===== src/hdl/tofrr_pkg.sv =====
// tofrr_pkg: constants and types of the time-of-flight result register readout
package tofrr_pkg;

	// register offsets
	localparam logic [7:0] ADDR_FW_MINOR   = 8'h12;
	localparam logic [7:0] ADDR_FW_PATCH   = 8'h13;
	localparam logic [7:0] ADDR_STATUS     = 8'h1D;
	localparam logic [7:0] ADDR_CONTENT    = 8'h1E;
	localparam logic [7:0] ADDR_TID        = 8'h1F;
	localparam logic [7:0] ADDR_RESULT_CNT = 8'h20;
	localparam logic [7:0] ADDR_QUALITY    = 8'h21;
	localparam logic [7:0] ADDR_PEAK_LOW   = 8'h22;
	localparam logic [7:0] ADDR_PEAK_HIGH  = 8'h23;
	localparam logic [7:0] ADDR_TS_BYTE0   = 8'h24;
	localparam logic [7:0] ADDR_TS_BYTE1   = 8'h25;
	localparam logic [7:0] ADDR_TS_BYTE2   = 8'h26;
	localparam logic [7:0] ADDR_TS_BYTE3   = 8'h27;

	// reset values and the value read at unmapped offsets
	localparam logic [7:0]  RST_BYTE  = 8'h00;
	localparam logic [31:0] RST_WORD  = 32'h0000_0000;
	localparam logic [7:0]  UNMAPPED  = 8'h00;

	// general status ranges
	localparam logic [7:0] STATUS_ERR_MIN = 8'h10;

	// content selector codes and the last histogram converter
	localparam logic [7:0] SEL_NONE      = 8'h00;
	localparam logic [7:0] SEL_CALIB     = 8'h0A;
	localparam logic [7:0] SEL_SERIAL    = 8'h47;
	localparam logic [7:0] SEL_RESULTS   = 8'h55;
	localparam logic [7:0] SEL_HIST_BASE = 8'h80;
	localparam logic [2:0] HIST_CONV_MAX = 3'h4;

	// result quality field positions and outcome codes
	localparam int QUAL_REL_LSB     = 0;
	localparam int QUAL_REL_MSB     = 5;
	localparam int QUAL_OUTCOME_LSB = 6;
	localparam int QUAL_OUTCOME_MSB = 7;
	localparam logic [1:0] OUTCOME_NOT_INTERRUPTED = 2'h0;
	localparam logic [1:0] OUTCOME_GPIO_DELAYED    = 2'h2;

	// timestamp step
	localparam int TS_UNIT_NS     = 200;
	localparam int CLK_PERIOD_NS  = 4;
	localparam int TS_TICK_CYCLES = TS_UNIT_NS / CLK_PERIOD_NS;
	localparam logic [5:0] TS_TICK_LAST = 6'(TS_TICK_CYCLES - 1);

	// serial bus device address, value arbitrary
	localparam logic [6:0] DEV_ADDR = 7'h2A;

	typedef enum logic [2:0] {
		CONTENT_NONE,
		CONTENT_CALIB,
		CONTENT_SERIAL,
		CONTENT_RESULTS,
		CONTENT_HISTOGRAM
	} tofrr_content_type;

	typedef enum logic [2:0] {
		ST_IDLE,
		ST_ADDR,
		ST_ACK_ADDR,
		ST_WR_BYTE,
		ST_ACK_WR,
		ST_RD_BYTE,
		ST_ACK_RD,
		ST_WAIT_STOP
	} tofrr_i2c_state_type;

endpackage : tofrr_pkg


===== src/hdl/tofrr_regif_if.sv =====
// tofrr_regif_if: register read path between serial slave and register file
interface tofrr_regif_if;
	logic       busy;
	logic       start;
	logic [7:0] addr;
	logic [7:0] rdata;

	modport slave (output busy, output start, output addr, input rdata);
	modport regs  (input busy, input start, input addr, output rdata);
endinterface : tofrr_regif_if


===== src/hdl/tofrr_i2c_slave.sv =====
// tofrr_i2c_slave: serial bus slave, pointer write and auto-increment block read
module tofrr_i2c_slave (
	input  wire logic      i_clk,
	input  wire logic      i_nrst,
	input  wire logic      i_scl,
	input  wire logic      i_sda,
	output logic           o_sda_oe,
	tofrr_regif_if.slave   bus
);
	import tofrr_pkg::*;

	tofrr_i2c_state_type state;
	tofrr_i2c_state_type next_state;
	logic       scl_q;
	logic       sda_q;
	logic [7:0] shreg;
	logic [7:0] next_shreg;
	logic [3:0] cnt;
	logic [3:0] next_cnt;
	logic       rw;
	logic       next_rw;
	logic       first_wr;
	logic       next_first_wr;
	logic [7:0] ptr;
	logic [7:0] next_ptr;
	logic [7:0] tx;
	logic [7:0] next_tx;
	logic       next_sda_oe;
	logic       scl_rise;
	logic       scl_fall;
	logic       start_cond;
	logic       stop_cond;

	always_comb begin
		scl_rise      = i_scl & ~scl_q;
		scl_fall      = ~i_scl & scl_q;
		start_cond    = scl_q & i_scl & sda_q & ~i_sda;
		stop_cond     = scl_q & i_scl & ~sda_q & i_sda;
		next_state    = state;
		next_shreg    = shreg;
		next_cnt      = cnt;
		next_rw       = rw;
		next_first_wr = first_wr;
		next_ptr      = ptr;
		next_tx       = tx;
		next_sda_oe   = o_sda_oe;
		if (start_cond) begin
			next_state  = ST_ADDR;
			next_cnt    = 4'h0;
			next_sda_oe = 1'b0;
		end else if (stop_cond) begin
			next_state  = ST_IDLE;
			next_sda_oe = 1'b0;
		end else begin
			case (state)
				ST_ADDR: begin
					if (scl_rise) begin
						next_shreg = {shreg[6:0], i_sda};
						next_cnt   = cnt + 4'h1;
					end else if (scl_fall && cnt == 4'h8) begin
						if (shreg[7:1] == DEV_ADDR) begin
							next_rw       = shreg[0];
							next_first_wr = 1'b1;
							next_state    = ST_ACK_ADDR;
							next_sda_oe   = 1'b1;
						end else begin
							next_state = ST_WAIT_STOP;
						end
					end
				end
				ST_ACK_ADDR: begin
					if (scl_fall) begin
						next_cnt = 4'h0;
						if (rw) begin
							next_tx     = bus.rdata;
							next_ptr    = ptr + 8'h01;
							next_sda_oe = ~bus.rdata[7];
							next_state  = ST_RD_BYTE;
						end else begin
							next_sda_oe = 1'b0;
							next_state  = ST_WR_BYTE;
						end
					end
				end
				ST_WR_BYTE: begin
					if (scl_rise) begin
						next_shreg = {shreg[6:0], i_sda};
						next_cnt   = cnt + 4'h1;
					end else if (scl_fall && cnt == 4'h8) begin
						// only the first data byte sets the pointer; the rest are acked and dropped
						if (first_wr) begin
							next_ptr      = shreg;
							next_first_wr = 1'b0;
						end
						next_state  = ST_ACK_WR;
						next_sda_oe = 1'b1;
					end
				end
				ST_ACK_WR: begin
					if (scl_fall) begin
						next_cnt    = 4'h0;
						next_sda_oe = 1'b0;
						next_state  = ST_WR_BYTE;
					end
				end
				ST_RD_BYTE: begin
					if (scl_fall) begin
						if (cnt == 4'h7) begin
							next_sda_oe = 1'b0;
							next_state  = ST_ACK_RD;
						end else begin
							next_tx     = {tx[6:0], 1'b0};
							next_cnt    = cnt + 4'h1;
							next_sda_oe = ~tx[6];
						end
					end
				end
				ST_ACK_RD: begin
					if (scl_rise && i_sda) begin
						next_state = ST_WAIT_STOP;
					end else if (scl_fall) begin
						next_tx     = bus.rdata;
						next_ptr    = ptr + 8'h01;
						next_sda_oe = ~bus.rdata[7];
						next_cnt    = 4'h0;
						next_state  = ST_RD_BYTE;
					end
				end
				default: begin
					next_state = state;
				end
			endcase
		end
	end

	always_ff @(posedge i_clk) begin
		if (!i_nrst) begin
			state    <= ST_IDLE;
			scl_q    <= 1'b1;
			sda_q    <= 1'b1;
			shreg    <= RST_BYTE;
			cnt      <= 4'h0;
			rw       <= 1'b0;
			first_wr <= 1'b0;
			ptr      <= RST_BYTE;
			tx       <= RST_BYTE;
			o_sda_oe <= 1'b0;
		end else begin
			state    <= next_state;
			scl_q    <= i_scl;
			sda_q    <= i_sda;
			shreg    <= next_shreg;
			cnt      <= next_cnt;
			rw       <= next_rw;
			first_wr <= next_first_wr;
			ptr      <= next_ptr;
			tx       <= next_tx;
			o_sda_oe <= next_sda_oe;
		end
	end

	assign bus.busy  = (state != ST_IDLE);
	assign bus.start = start_cond;
	assign bus.addr  = ptr;

endmodule : tofrr_i2c_slave


===== src/hdl/tofrr_readout.sv =====
// tofrr_readout: result and status register map read by the host over a serial bus
// Overview of operation
// - The general status byte is read-only, with 00h to 0Fh meaning normal and 10h to FFh meaning error.
// - The selector byte reads 0Ah for calibration, 47h for serial number and 55h for detection results.
// - For histogram data the selector reads 80h plus four times the converter plus the quarter, up to 93h.
// - The transaction identifier changes on every update of the register map.
// - The result counter steps by one for every new distinct distance answer.
// - Bits 5:0 of the result quality byte hold reliability from 0 up to the best value 63.
// - With immediate interruption on, bits 7:6 carry the four interrupted or complete outcome codes.
// - With immediate interruption off, bits 7:6 read 0 when not interrupted and 2 when delayed by GPIO.
// - The 16-bit peak distance in millimetres sits low byte at 0x22 and high byte at 0x23.
// - A timestamp counts upward while the clock runs and wraps to zero on overflow.
// - The timestamp is 32 bits in four bytes from 0x24 upward, least significant first, one count per 0.2 us.
module tofrr_readout (
	input  wire logic                        I_CLK_SYS,
	input  wire logic                        I_NRST,
	input  wire logic                        I_SCL,
	input  wire logic                        I_SDA,
	output logic                             O_SDA,
	output logic                             O_SDA_OE,
	input  wire logic [7:0]                  I_FIRMWARE_MINOR_REV,
	input  wire logic [7:0]                  I_FIRMWARE_PATCH_REV,
	input  wire logic [7:0]                  I_STATUS,
	input  wire tofrr_pkg::tofrr_content_type I_CONTENT_KIND,
	input  wire logic [2:0]                  I_HIST_CONVERTER,
	input  wire logic [1:0]                  I_HIST_QUARTER,
	input  wire logic                        I_MAP_UPDATE,
	input  wire logic                        I_NEW_RESULT,
	input  wire logic                        I_IMMEDIATE_INT,
	input  wire logic [1:0]                  I_MEASUREMENT_OUTCOME,
	input  wire logic                        I_GPIO_DELAYED,
	input  wire logic [5:0]                  I_RELIABILITY,
	input  wire logic [15:0]                 I_PEAK_DISTANCE,
	output logic                             O_STATUS_ERROR,
	output logic [31:0]                      O_TIMESTAMP,
	output logic                             O_BUS_BUSY
);
	import tofrr_pkg::*;

	tofrr_regif_if regif ();

	logic [31:0] ts_live;
	logic        ts_tick;
	logic        pending;
	logic        next_pending;
	logic        res_pending;
	logic        next_res_pending;
	logic        apply;
	logic        apply_result;
	logic [7:0]  fw_minor;
	logic [7:0]  next_fw_minor;
	logic [7:0]  fw_patch;
	logic [7:0]  next_fw_patch;
	logic [7:0]  general_status;
	logic [7:0]  next_general_status;
	logic [7:0]  content_sel;
	logic [7:0]  next_content_sel;
	logic [7:0]  tid;
	logic [7:0]  next_tid;
	logic [7:0]  result_counter;
	logic [7:0]  next_result_counter;
	logic [7:0]  result_quality;
	logic [7:0]  next_result_quality;
	logic [15:0] peak_distance;
	logic [15:0] next_peak_distance;
	logic [31:0] ts_snap;
	logic [31:0] next_ts_snap;
	logic [2:0]  conv_clamped;
	logic [1:0]  outcome;

	tofrr_i2c_slave u_slave (
		.i_clk    (I_CLK_SYS),
		.i_nrst   (I_NRST),
		.i_scl    (I_SCL),
		.i_sda    (I_SDA),
		.o_sda_oe (O_SDA_OE),
		.bus      (regif.slave)
	);

	tofrr_timestamp u_timestamp (
		.i_clk   (I_CLK_SYS),
		.i_nrst  (I_NRST),
		.o_count (ts_live),
		.o_tick  (ts_tick)
	);

	// updates wait for the bus to go idle so a block read never sees a mix of old and new
	always_comb begin
		apply            = (pending | I_MAP_UPDATE) & ~regif.busy;
		apply_result     = (res_pending | I_NEW_RESULT) & ~regif.busy;
		next_pending     = (pending | I_MAP_UPDATE | I_NEW_RESULT) & regif.busy;
		next_res_pending = (res_pending | I_NEW_RESULT) & regif.busy;
	end

	always_ff @(posedge I_CLK_SYS) begin
		if (!I_NRST) begin
			pending     <= 1'b0;
			res_pending <= 1'b0;
		end else begin
			pending     <= next_pending;
			res_pending <= next_res_pending;
		end
	end

	// converters above the last one fold onto it rather than produce an undefined code
	always_comb begin
		conv_clamped = (I_HIST_CONVERTER > HIST_CONV_MAX) ? HIST_CONV_MAX : I_HIST_CONVERTER;
		if (I_IMMEDIATE_INT) begin
			outcome = I_MEASUREMENT_OUTCOME;
		end else begin
			outcome = I_GPIO_DELAYED ? OUTCOME_GPIO_DELAYED : OUTCOME_NOT_INTERRUPTED;
		end
	end

	always_comb begin
		next_fw_minor       = fw_minor;
		next_fw_patch       = fw_patch;
		next_general_status = general_status;
		next_content_sel    = content_sel;
		next_tid            = tid;
		next_result_counter = result_counter;
		next_result_quality = result_quality;
		next_peak_distance  = peak_distance;
		next_ts_snap        = ts_snap;
		if (apply || apply_result) begin
			next_fw_minor       = I_FIRMWARE_MINOR_REV;
			next_fw_patch       = I_FIRMWARE_PATCH_REV;
			next_general_status = I_STATUS;
			next_tid            = tid + 8'h01;
			case (I_CONTENT_KIND)
				CONTENT_CALIB:     next_content_sel = SEL_CALIB;
				CONTENT_SERIAL:    next_content_sel = SEL_SERIAL;
				CONTENT_RESULTS:   next_content_sel = SEL_RESULTS;
				CONTENT_HISTOGRAM: next_content_sel = SEL_HIST_BASE + {3'b000, conv_clamped, I_HIST_QUARTER};
				default:           next_content_sel = SEL_NONE;
			endcase
		end
		if (apply_result) begin
			next_result_counter = result_counter + 8'h01;
			next_result_quality[QUAL_REL_MSB:QUAL_REL_LSB]         = I_RELIABILITY;
			next_result_quality[QUAL_OUTCOME_MSB:QUAL_OUTCOME_LSB] = outcome;
			next_peak_distance  = I_PEAK_DISTANCE;
		end
		// timestamp frozen at each transaction start so the four bytes agree
		if (regif.start) begin
			next_ts_snap = ts_live;
		end
	end

	always_ff @(posedge I_CLK_SYS) begin
		if (!I_NRST) begin
			fw_minor       <= RST_BYTE;
			fw_patch       <= RST_BYTE;
			general_status <= RST_BYTE;
			content_sel    <= RST_BYTE;
			tid            <= RST_BYTE;
			result_counter <= RST_BYTE;
			result_quality <= RST_BYTE;
			peak_distance  <= {RST_BYTE, RST_BYTE};
			ts_snap        <= RST_WORD;
		end else begin
			fw_minor       <= next_fw_minor;
			fw_patch       <= next_fw_patch;
			general_status <= next_general_status;
			content_sel    <= next_content_sel;
			tid            <= next_tid;
			result_counter <= next_result_counter;
			result_quality <= next_result_quality;
			peak_distance  <= next_peak_distance;
			ts_snap        <= next_ts_snap;
		end
	end

	// read mux; no write path exists into any of these registers
	always_comb begin
		if (regif.addr == ADDR_FW_MINOR) begin
			regif.rdata = fw_minor;
		end else if (regif.addr == ADDR_FW_PATCH) begin
			regif.rdata = fw_patch;
		end else if (regif.addr == ADDR_STATUS) begin
			regif.rdata = general_status;
		end else if (regif.addr == ADDR_CONTENT) begin
			regif.rdata = content_sel;
		end else if (regif.addr == ADDR_TID) begin
			regif.rdata = tid;
		end else if (regif.addr == ADDR_RESULT_CNT) begin
			regif.rdata = result_counter;
		end else if (regif.addr == ADDR_QUALITY) begin
			regif.rdata = result_quality;
		end else if (regif.addr == ADDR_PEAK_LOW) begin
			regif.rdata = peak_distance[7:0];
		end else if (regif.addr == ADDR_PEAK_HIGH) begin
			regif.rdata = peak_distance[15:8];
		end else if (regif.addr == ADDR_TS_BYTE0) begin
			regif.rdata = ts_snap[7:0];
		end else if (regif.addr == ADDR_TS_BYTE1) begin
			regif.rdata = ts_snap[15:8];
		end else if (regif.addr == ADDR_TS_BYTE2) begin
			regif.rdata = ts_snap[23:16];
		end else if (regif.addr == ADDR_TS_BYTE3) begin
			regif.rdata = ts_snap[31:24];
		end else begin
			regif.rdata = UNMAPPED;
		end
	end

	assign O_SDA          = 1'b0;
	assign O_STATUS_ERROR = (general_status >= STATUS_ERR_MIN);
	assign O_TIMESTAMP    = ts_live;
	assign O_BUS_BUSY     = regif.busy;
endmodule : tofrr_readout


===== src/hdl/tofrr_timestamp.sv =====
// tofrr_timestamp: free-running 32-bit timestamp in fixed time steps
module tofrr_timestamp (
	input  wire logic        i_clk,
	input  wire logic        i_nrst,
	output logic [31:0]      o_count,
	output logic             o_tick
);
	import tofrr_pkg::*;

	localparam int TICK_GAP = TS_TICK_CYCLES;

	logic [5:0]  presc;
	logic [5:0]  next_presc;
	logic [31:0] next_count;

	always_comb begin
		o_tick     = (presc == TS_TICK_LAST);
		next_presc = o_tick ? 6'h00 : presc + 6'h01;
		// wraps to zero on overflow by plain 32-bit arithmetic
		next_count = o_tick ? o_count + 32'h0000_0001 : o_count;
	end

	always_ff @(posedge i_clk) begin
		if (!i_nrst) begin
			presc   <= 6'h00;
			o_count <= RST_WORD;
		end else begin
			presc   <= next_presc;
			o_count <= next_count;
		end
	end
endmodule : tofrr_timestamp


===== config.mk =====
export PLATFORM = sky130hd
export DESIGN_NAME = tofrr_readout
export DESIGN_NICKNAME = d
export VERILOG_FILES = /design/src/hdl/tofrr_pkg.sv /design/src/hdl/tofrr_regif_if.sv /design/src/hdl/tofrr_i2c_slave.sv /design/src/hdl/tofrr_readout.sv /design/src/hdl/tofrr_timestamp.sv
export SDC_FILE = /design/constraint.sdc
export NUM_CORES = 1
export LEC_CHECK = 0
export BUFFER_PORTS_ARGS = -buffer_cell sky130_fd_sc_hd__buf_2
export CORE_AREA = 5 5 163 165
export CTS_BUF_LIST = sky130_fd_sc_hd__clkbuf_2 sky130_fd_sc_hd__clkbuf_4 sky130_fd_sc_hd__clkbuf_8
export DETAILED_ROUTE_END_ITERATION = 8
export DIE_AREA = 0 0 168 170
export PLACE_DENSITY = 0.58
export SLEW_MARGIN = 20
export SYNTH_ARGS = -nofsm -noshare
export SYNTH_HDL_FRONTEND = slang
export SYNTH_SLANG_ARGS = --single-unit

===== constraint.sdc =====
create_clock -name I_CLK_SYS -period 6 [get_ports I_CLK_SYS]
set_input_delay 0.3 -clock I_CLK_SYS [delete_from_list [all_inputs] [get_ports I_CLK_SYS]]
set_output_delay 0.3 -clock I_CLK_SYS [all_outputs]
set_load 0.01 [all_outputs]

== Word-level counts from Yosys, hierarchy flattened ==
Index checks and enable logic that the tools add are counted.

* Logic and storage cells: 203
* Register bits: 179
* Bits of input ports: 64

* Bitwise gates (word level): 25
* Reduce and logical (&&, ||, !) cells: 24
* Order comparisons: 2
* Add/sub/neg operators: 7
* Equality and inequality tests: 52
* Muxes and demuxes: 69

{| class="wikitable"
|+ Operators with widths
! kind !! count
|-
| $mux 8 || 20
|-
| $eq 8x6->1 const B || 8
|-
| $mux 7 || 6
|-
| $eq 8x5->1 const B || 5
|-
| $mux 3 || 13
|-
| $add 32x1->32 const B || 1
|-
| $pmux 8 s4 || 1
|-
| $reduce_and 10->1 || 3
|-
| $add 8x1->8 const B || 3
|-
| $ne 4x2->1 const B || 6
|-
| $pmux 8 s3 || 1
|-
| $ne 2x1->1 const B || 11
|-
| $pmux 7 s3 || 1
|-
| $mux 4 || 5
|-
| $pmux 3 s6 || 1
|-
| $mux 1 || 16
|-
| $pmux 4 s4 || 1
|-
| $eq 3x2->1 const B || 4
|-
| $eq 3x3->1 const B || 4
|-
| $reduce_and 6->1 || 2
|-
| $and 1x1->1 || 11
|-
| $not 1->1 || 11
|-
| $reduce_and 11->1 || 1
|-
| $reduce_and 9->1 || 1
|-
| 29 further kinds || 43
|}

== Longest topological paths before layout ==
* Depth in word-level cells: 18
* Gate-level depth with buffers: 10
* Gate-level depth less buffers: 8

== Cells and area by module ==
A second synthesis with hierarchy kept.

* Cell total of the unflattened synthesis: 1,032
* Area, all modules: 8,887.3 um2

{| class="wikitable"
|+ Modules (own cells, without submodules)
! module !! sequential area each (um2) !! cells an instance !! times used !! area each (um2)
|-
| tofrr_readout || 2,102.0 || 595 || 1 || 5,225.0
|-
| tofrr_i2c_slave || 700.7 || 242 || 1 || 1,961.9
|-
| tofrr_timestamp || 760.7 || 195 || 1 || 1,700.4
|}

== Worst setup path before layout ==
No wires, ideal clock.

* Path kind: register to register
* From: reg u_slave.ptr[0], in the netlist u_slave.bus.addr[0]
* To: reg u_slave.tx[5]
* Cell stages (with the launch flop): 10
* Path buffers: 2
* Setup time: 0.117 ns
* Slack: 3.996 ns
* Arrival time: 1.887 ns
* Period minus slack after synthesis: 2.004 ns
* Data required time: 5.883 ns
* Path through: dfxtp_1 > inv_1 > ha_1 > clkbuf_1 > clkbuf_1 > a221oi_1 > o21ai_0 > a221oi_1 > o21ai_1 > a22o_1

* Longest elaborated chain between the ends: 17

{| class="wikitable"
|+ RTL lines
! element !! RTL line !! text
|-
| from (decl) || tofrr_i2c_slave.sv:24 || <nowiki>logic [7:0] ptr;</nowiki>
|-
| from (signal assigned) || tofrr_i2c_slave.sv:156 || <nowiki>ptr <= next_ptr;</nowiki>
|-
| $eq 8x6->1 || tofrr_readout.sv:200 || <nowiki>end else if (regif.addr == ADDR_TS_BYTE3) begin</nowiki>
|-
| $mux 8 || tofrr_readout.sv:200 ||
|-
| $mux 8 || tofrr_readout.sv:198 || <nowiki>end else if (regif.addr == ADDR_TS_BYTE2) begin</nowiki>
|-
| $mux 8 || tofrr_readout.sv:196 || <nowiki>end else if (regif.addr == ADDR_TS_BYTE1) begin</nowiki>
|-
| $mux 8 || tofrr_readout.sv:194 || <nowiki>end else if (regif.addr == ADDR_TS_BYTE0) begin</nowiki>
|-
| $mux 8 || tofrr_readout.sv:192 || <nowiki>end else if (regif.addr == ADDR_PEAK_HIGH) begin</nowiki>
|-
| $mux 8 || tofrr_readout.sv:190 || <nowiki>end else if (regif.addr == ADDR_PEAK_LOW) begin</nowiki>
|-
| $mux 8 || tofrr_readout.sv:188 || <nowiki>end else if (regif.addr == ADDR_QUALITY) begin</nowiki>
|-
| $mux 8 || tofrr_readout.sv:186 || <nowiki>end else if (regif.addr == ADDR_RESULT_CNT) begin</nowiki>
|-
| $mux 8 || tofrr_readout.sv:184 || <nowiki>end else if (regif.addr == ADDR_TID) begin</nowiki>
|-
| $mux 8 || tofrr_readout.sv:182 || <nowiki>end else if (regif.addr == ADDR_CONTENT) begin</nowiki>
|-
| $mux 8 || tofrr_readout.sv:180 || <nowiki>end else if (regif.addr == ADDR_STATUS) begin</nowiki>
|-
| $mux 8 || tofrr_readout.sv:178 || <nowiki>end else if (regif.addr == ADDR_FW_PATCH) begin</nowiki>
|-
| $mux 8 (*) || tofrr_readout.sv:176 || <nowiki>if (regif.addr == ADDR_FW_MINOR) begin</nowiki>
|-
| $mux 7, on equally long branches || tofrr_i2c_slave.sv:121, tofrr_i2c_slave.sv:74 ||
|-
| $mux 7, on equally long branches || tofrr_i2c_slave.sv:119, tofrr_i2c_slave.sv:72 ||
|-
| $pmux 7 s3 (*) || tofrr_i2c_slave.sv:55 || <nowiki>case (state)</nowiki>
|-
| to (signal assigned) || tofrr_i2c_slave.sv:157 || <nowiki>tx <= next_tx;</nowiki>
|-
| to (decl) || tofrr_i2c_slave.sv:26 || <nowiki>logic [7:0] tx;</nowiki>
|}

Every way passes the cells marked *; elsewhere a longest branch is shown, timed or not. The select of a mux whose other input is x is not followed.
A chain may end at the register's enable or synchronous reset.

== Worst setup path in the final report ==
* From: reg u_slave.ptr[0], in the netlist u_slave.bus.addr[0]
* To: reg u_slave.tx[2]

The elaborated chain is that of the path after synthesis.

==> parameters.txt <==
Parameter                              Value

Synth
  Post-synthesis instance area    8520 µm²
  Top_reg_cell synth    sky130_fd_sc_hd__dfxtp_1
  Yosys reg bits    178
  Share of synthesized area occupied by flip-flops and latches    41.8%
  Count of distinct cell types in the synthesized netlist    75
  Number of enable-type register cells in the synthesized netlist    0
  Async set-or-reset flop fraction in the synthesized netlist    0%
  Number of nets produced by synthesis    1179
  Per-instance average area after synthesis    7.72 µm²
  Gate count after technology mapping    1104
  Yosys Warn Count    0

Setup path
  Startpoint type of the worst setup path    flop
  Worst Setup Path Type    reg -> reg
  Kind of end point of the critical path    flop
  Peak fanout along the critical path    24
  Worst EP required    6360 ps
  Arrival time worst endpoint    3180 ps

Clock tree
  Library cell used as clock root buffer    sky130_fd_sc_hd__clkbuf_8
  Number of buffers inserted to repair setup after CTS    0
  Deepest clock path buffer count    2
  Post-cts repair resize count    0
  TritonCTS clock tree    yes
  CTS HTree Levels    4
  CTS Buf Count    17
  Clock sink total    178
  Clock Pin Slew Worst Setup and Hold Paths    100 ps
  Hold-fix buffers, CTS    0
  Latest clock arrival within the worst-skew pair    460 ps

Global route
  Total Routing Usage GR    16.0%
  Number of global-route vias before repair    7183
  Wire length of the first global-routing pass    38000 µm
  Number of antenna violations at the first check in global routing    0
  Total congestion overflow    0
  Largest net degree at the start of global routing    82

Route
  Length of routed met3 wiring    818 µm
  Via density per instance    5.17
  Remaining antenna violation count    0
  Met2 WL post-DR    11000 µm
  Routed WL    23500 µm
  Wirelength per Cell    15.5 µm
  Initial DRT Pass Iterations    5
  Via count    7804
  Detailed-routing wirelength on met1    11400 µm
  DR DRC count    0
  Iteration-0 DRC count of the detailed router    595
  Uppermost signal routing layer after detailed routing    met4

Place
  Count of buffers from port buffering    98
  Setup WS pre-CTS    3290 ps
  Detailed placement HPWL    16800 µm
  Instance count after placement with tap cells included    1478
  Total placed instance area    9250 µm²
  GP Congestion    0.886

Timing
  Worst hold margin    62.3 ps
  Final setup vio count    0
  Post-layout min period    2820 ps
  Final hold violation count    0
  Relative max-transition margin    30.6%
  Transition time at the pin with the least slew margin    1040 ps
  Number of slew-limit violations in the final report    0
  Max Clk Rate    0.354 GHz
  Period utilisation layout    47.0%
  Slack of the critical path    3180 ps
  Setup repair after global routing missed its margin    no
  Final setup skew    12.3 ps
  Setup total negative slack    0 ps

Floorplan
  Overall die height    170 µm
  Die area    28600 µm²
  Placeable core region    24900 µm²
  Width of the die    168 µm
  Floorplan row count    58
  Starting density of the core    34.2%
  Io pins    100

Final layout
  Total non-filler cell area in the finished layout    9680 µm²
  Number of non-filler instances in the completed layout    1510
  Post-layout nets    1242
  Count of antenna diodes in the layout    0
  Layout area overhead    13.6%
  Fraction of layout cells with a size suffix above 1    14.4%

Run status
  Outcome    finished clean

Power
  Power Dens Cells    306 nW/µm²
  IR Drop Worst-Case VDD    0.000158 V
  Static Leak    0.00359 µW

Min path
  Path type of the worst min-delay path    in -> reg

Job
  Reported max-cap violation count    0
-- registers in the layout, summed over array words and instances, names as in the netlist, 3 cells and up --
name,cells
general_status,8
fw_patch,8
u_slave.tx,7
u_timestamp.presc,6
u_timestamp.o_count,32
u_slave.cnt,4
fw_minor,8
result_counter,8
u_slave.shreg,8
result_quality,8
tid,8
peak_distance,16
u_slave.bus.addr,8
ts_snap,32
content_sel,7
u_slave.state,3
-- path summary, 6_finish.rpt --
path                                               from            end  slack, ps  cells after the start
worst max-delay path                u_slave.bus.addr[0]  u_slave.tx[2]       3180                      8
worst min register to register              ts_snap[24]    ts_snap[24]        460                      2
worst min-delay path            I_FIRMWARE_PATCH_REV[1]    fw_patch[1]         60                      3
worst max register to register      u_slave.bus.addr[0]  u_slave.tx[2]       3180                      8
-- Yosys cell counts, types with 3 or more instances --
master / count / share of area, %
sky130_fd_sc_hd__a211oi_1: 6 / 0.53
sky130_fd_sc_hd__a21o_1: 3 / 0.26
sky130_fd_sc_hd__a21oi_1: 130 / 7.6
sky130_fd_sc_hd__a221oi_1: 6 / 0.62
sky130_fd_sc_hd__a22o_1: 7 / 0.72
sky130_fd_sc_hd__a2bb2oi_1: 8 / 0.82
sky130_fd_sc_hd__a31oi_1: 13 / 0.95
sky130_fd_sc_hd__a32oi_1: 4 / 0.41
sky130_fd_sc_hd__and2_1: 5 / 0.37
sky130_fd_sc_hd__and3_1: 13 / 0.95
sky130_fd_sc_hd__and4_1: 4 / 0.41
sky130_fd_sc_hd__buf_1: 8 / 0.35
sky130_fd_sc_hd__buf_2: 5 / 0.29
sky130_fd_sc_hd__clkbuf_1: 48 / 2.1
sky130_fd_sc_hd__dfxtp_1: 178 / 42
sky130_fd_sc_hd__ha_1: 11 / 1.6
sky130_fd_sc_hd__inv_1: 18 / 0.79
sky130_fd_sc_hd__inv_2: 3 / 0.13
sky130_fd_sc_hd__mux2i_1: 5 / 0.59
sky130_fd_sc_hd__nand2_1: 252 / 11
sky130_fd_sc_hd__nand2b_1: 7 / 0.51
sky130_fd_sc_hd__nand3_1: 31 / 1.8
sky130_fd_sc_hd__nand3b_1: 7 / 0.62
sky130_fd_sc_hd__nand4_1: 20 / 1.5
sky130_fd_sc_hd__nand4b_1: 4 / 0.41
sky130_fd_sc_hd__nor2_1: 106 / 4.7
sky130_fd_sc_hd__nor2b_1: 7 / 0.51
sky130_fd_sc_hd__nor3_1: 13 / 0.76
sky130_fd_sc_hd__nor3_4: 3 / 0.57
sky130_fd_sc_hd__nor4b_1: 3 / 0.31
sky130_fd_sc_hd__o211ai_1: 6 / 0.53
sky130_fd_sc_hd__o21ai_0: 42 / 2.5
sky130_fd_sc_hd__o21ai_1: 9 / 0.53
sky130_fd_sc_hd__o221ai_1: 3 / 0.31
sky130_fd_sc_hd__o22ai_1: 6 / 0.44
sky130_fd_sc_hd__o31ai_1: 5 / 0.44
sky130_fd_sc_hd__or3_1: 5 / 0.37
sky130_fd_sc_hd__xnor2_1: 14 / 1.4
sky130_fd_sc_hd__xor2_1: 35 / 3.6
-- metal layers --
| metal | vias to the layer above | global-route usage, % |
|---|---|---|
| met5 | - | 0 |
| met4 | 0 | 3.63 |
| li1 | 3951 | - |
| met2 | 150 | 25.8 |
| met1 | 3686 | 22.7 |
| met3 | 17 | 2.74 |
-- cells in the final DEF, fill, tap and decap left out, types with 4 or more instances in the layout --
| master | count |
|---|---|
| sky130_fd_sc_hd__a2bb2oi_1 | 8 |
| sky130_fd_sc_hd__a31oi_1 | 13 |
| sky130_fd_sc_hd__nand2_1 | 252 |
| sky130_fd_sc_hd__nand3b_1 | 7 |
| sky130_fd_sc_hd__nor2b_1 | 7 |
| sky130_fd_sc_hd__and3_1 | 13 |
| sky130_fd_sc_hd__xnor2_1 | 14 |
| sky130_fd_sc_hd__nor3_1 | 13 |
| sky130_fd_sc_hd__buf_4 | 10 |
| sky130_fd_sc_hd__o211ai_1 | 6 |
| sky130_fd_sc_hd__nand4_1 | 20 |
| sky130_fd_sc_hd__a211oi_1 | 6 |
| sky130_fd_sc_hd__clkbuf_8 | 18 |
| sky130_fd_sc_hd__o21ai_0 | 42 |
| sky130_fd_sc_hd__a32oi_1 | 4 |
| sky130_fd_sc_hd__o21ai_1 | 9 |
| sky130_fd_sc_hd__nor2_1 | 105 |
| sky130_fd_sc_hd__nand4b_1 | 4 |
| sky130_fd_sc_hd__or3_1 | 5 |
| sky130_fd_sc_hd__o22ai_1 | 6 |
| sky130_fd_sc_hd__a21oi_1 | 129 |
| sky130_fd_sc_hd__mux2i_1 | 5 |
| sky130_fd_sc_hd__inv_1 | 18 |
| sky130_fd_sc_hd__dfxtp_1 | 178 |
| sky130_fd_sc_hd__a221oi_1 | 6 |
| sky130_fd_sc_hd__nand2b_1 | 7 |
| sky130_fd_sc_hd__ha_1 | 11 |
| sky130_fd_sc_hd__and4_1 | 4 |
| sky130_fd_sc_hd__nand3_1 | 31 |
| sky130_fd_sc_hd__o31ai_1 | 5 |
| sky130_fd_sc_hd__xor2_1 | 35 |
| sky130_fd_sc_hd__buf_2 | 98 |
| sky130_fd_sc_hd__a22o_1 | 7 |
| sky130_fd_sc_hd__and2_1 | 5 |
-- logic make-up after synthesis --
| logic type | after synthesis | synth area share, % |
|---|---|---|
| AOI/OAI and AO/OA | 272 | 19.3 |
| muxes | 5 | 0.587 |
| adders and majority gates | 11 | 1.61 |
| buffers and inverters | 86 | 4.04 |
| and+or+nand+nor | 502 | 27.6 |
| xor gates and xnor gates | 49 | 5.04 |
| DFF | 178 | 41.8 |
| other | 1 | 0.0440 |
-- critical path: stages, from the launching register on --
cell and delay [ps]:
sky130_fd_sc_hd__dfxtp_1 380, sky130_fd_sc_hd__inv_1 110, sky130_fd_sc_hd__ha_1 720, sky130_fd_sc_hd__inv_2 240
sky130_fd_sc_hd__a2bb2oi_1 200, sky130_fd_sc_hd__a32o_1 270, sky130_fd_sc_hd__a221oi_1 390, sky130_fd_sc_hd__o221ai_1 160
sky130_fd_sc_hd__a22o_1 230
-- layout make-up --
cell class / count / area [µm²]
fillers: 2592 / 15200
multi-input cells: 840 / 4620
flip-flops and latches: 178 / 3560
repair buffers: 108 / 566
well taps: 330 / 413
clock buffers: 19 / 255
clock inverters: 13 / 174
inverters: 22 / 85.1
-- power breakdown --
group	internal (µW)	switching [µW]
logic	207	393
registers	1330	137
clock network	437	462
-- through the flow --
step,power [µW],util [%]
2_1_floorplan,1890,-
3_3_place_gp,2080,37.2
3_5_place_dp,2090,37.2
4_1_cts,2990,38.9
5_1_grt,3150,38.9
6_report,2960,38.9
Note: power is estimated with default switching activity, not from simulation.
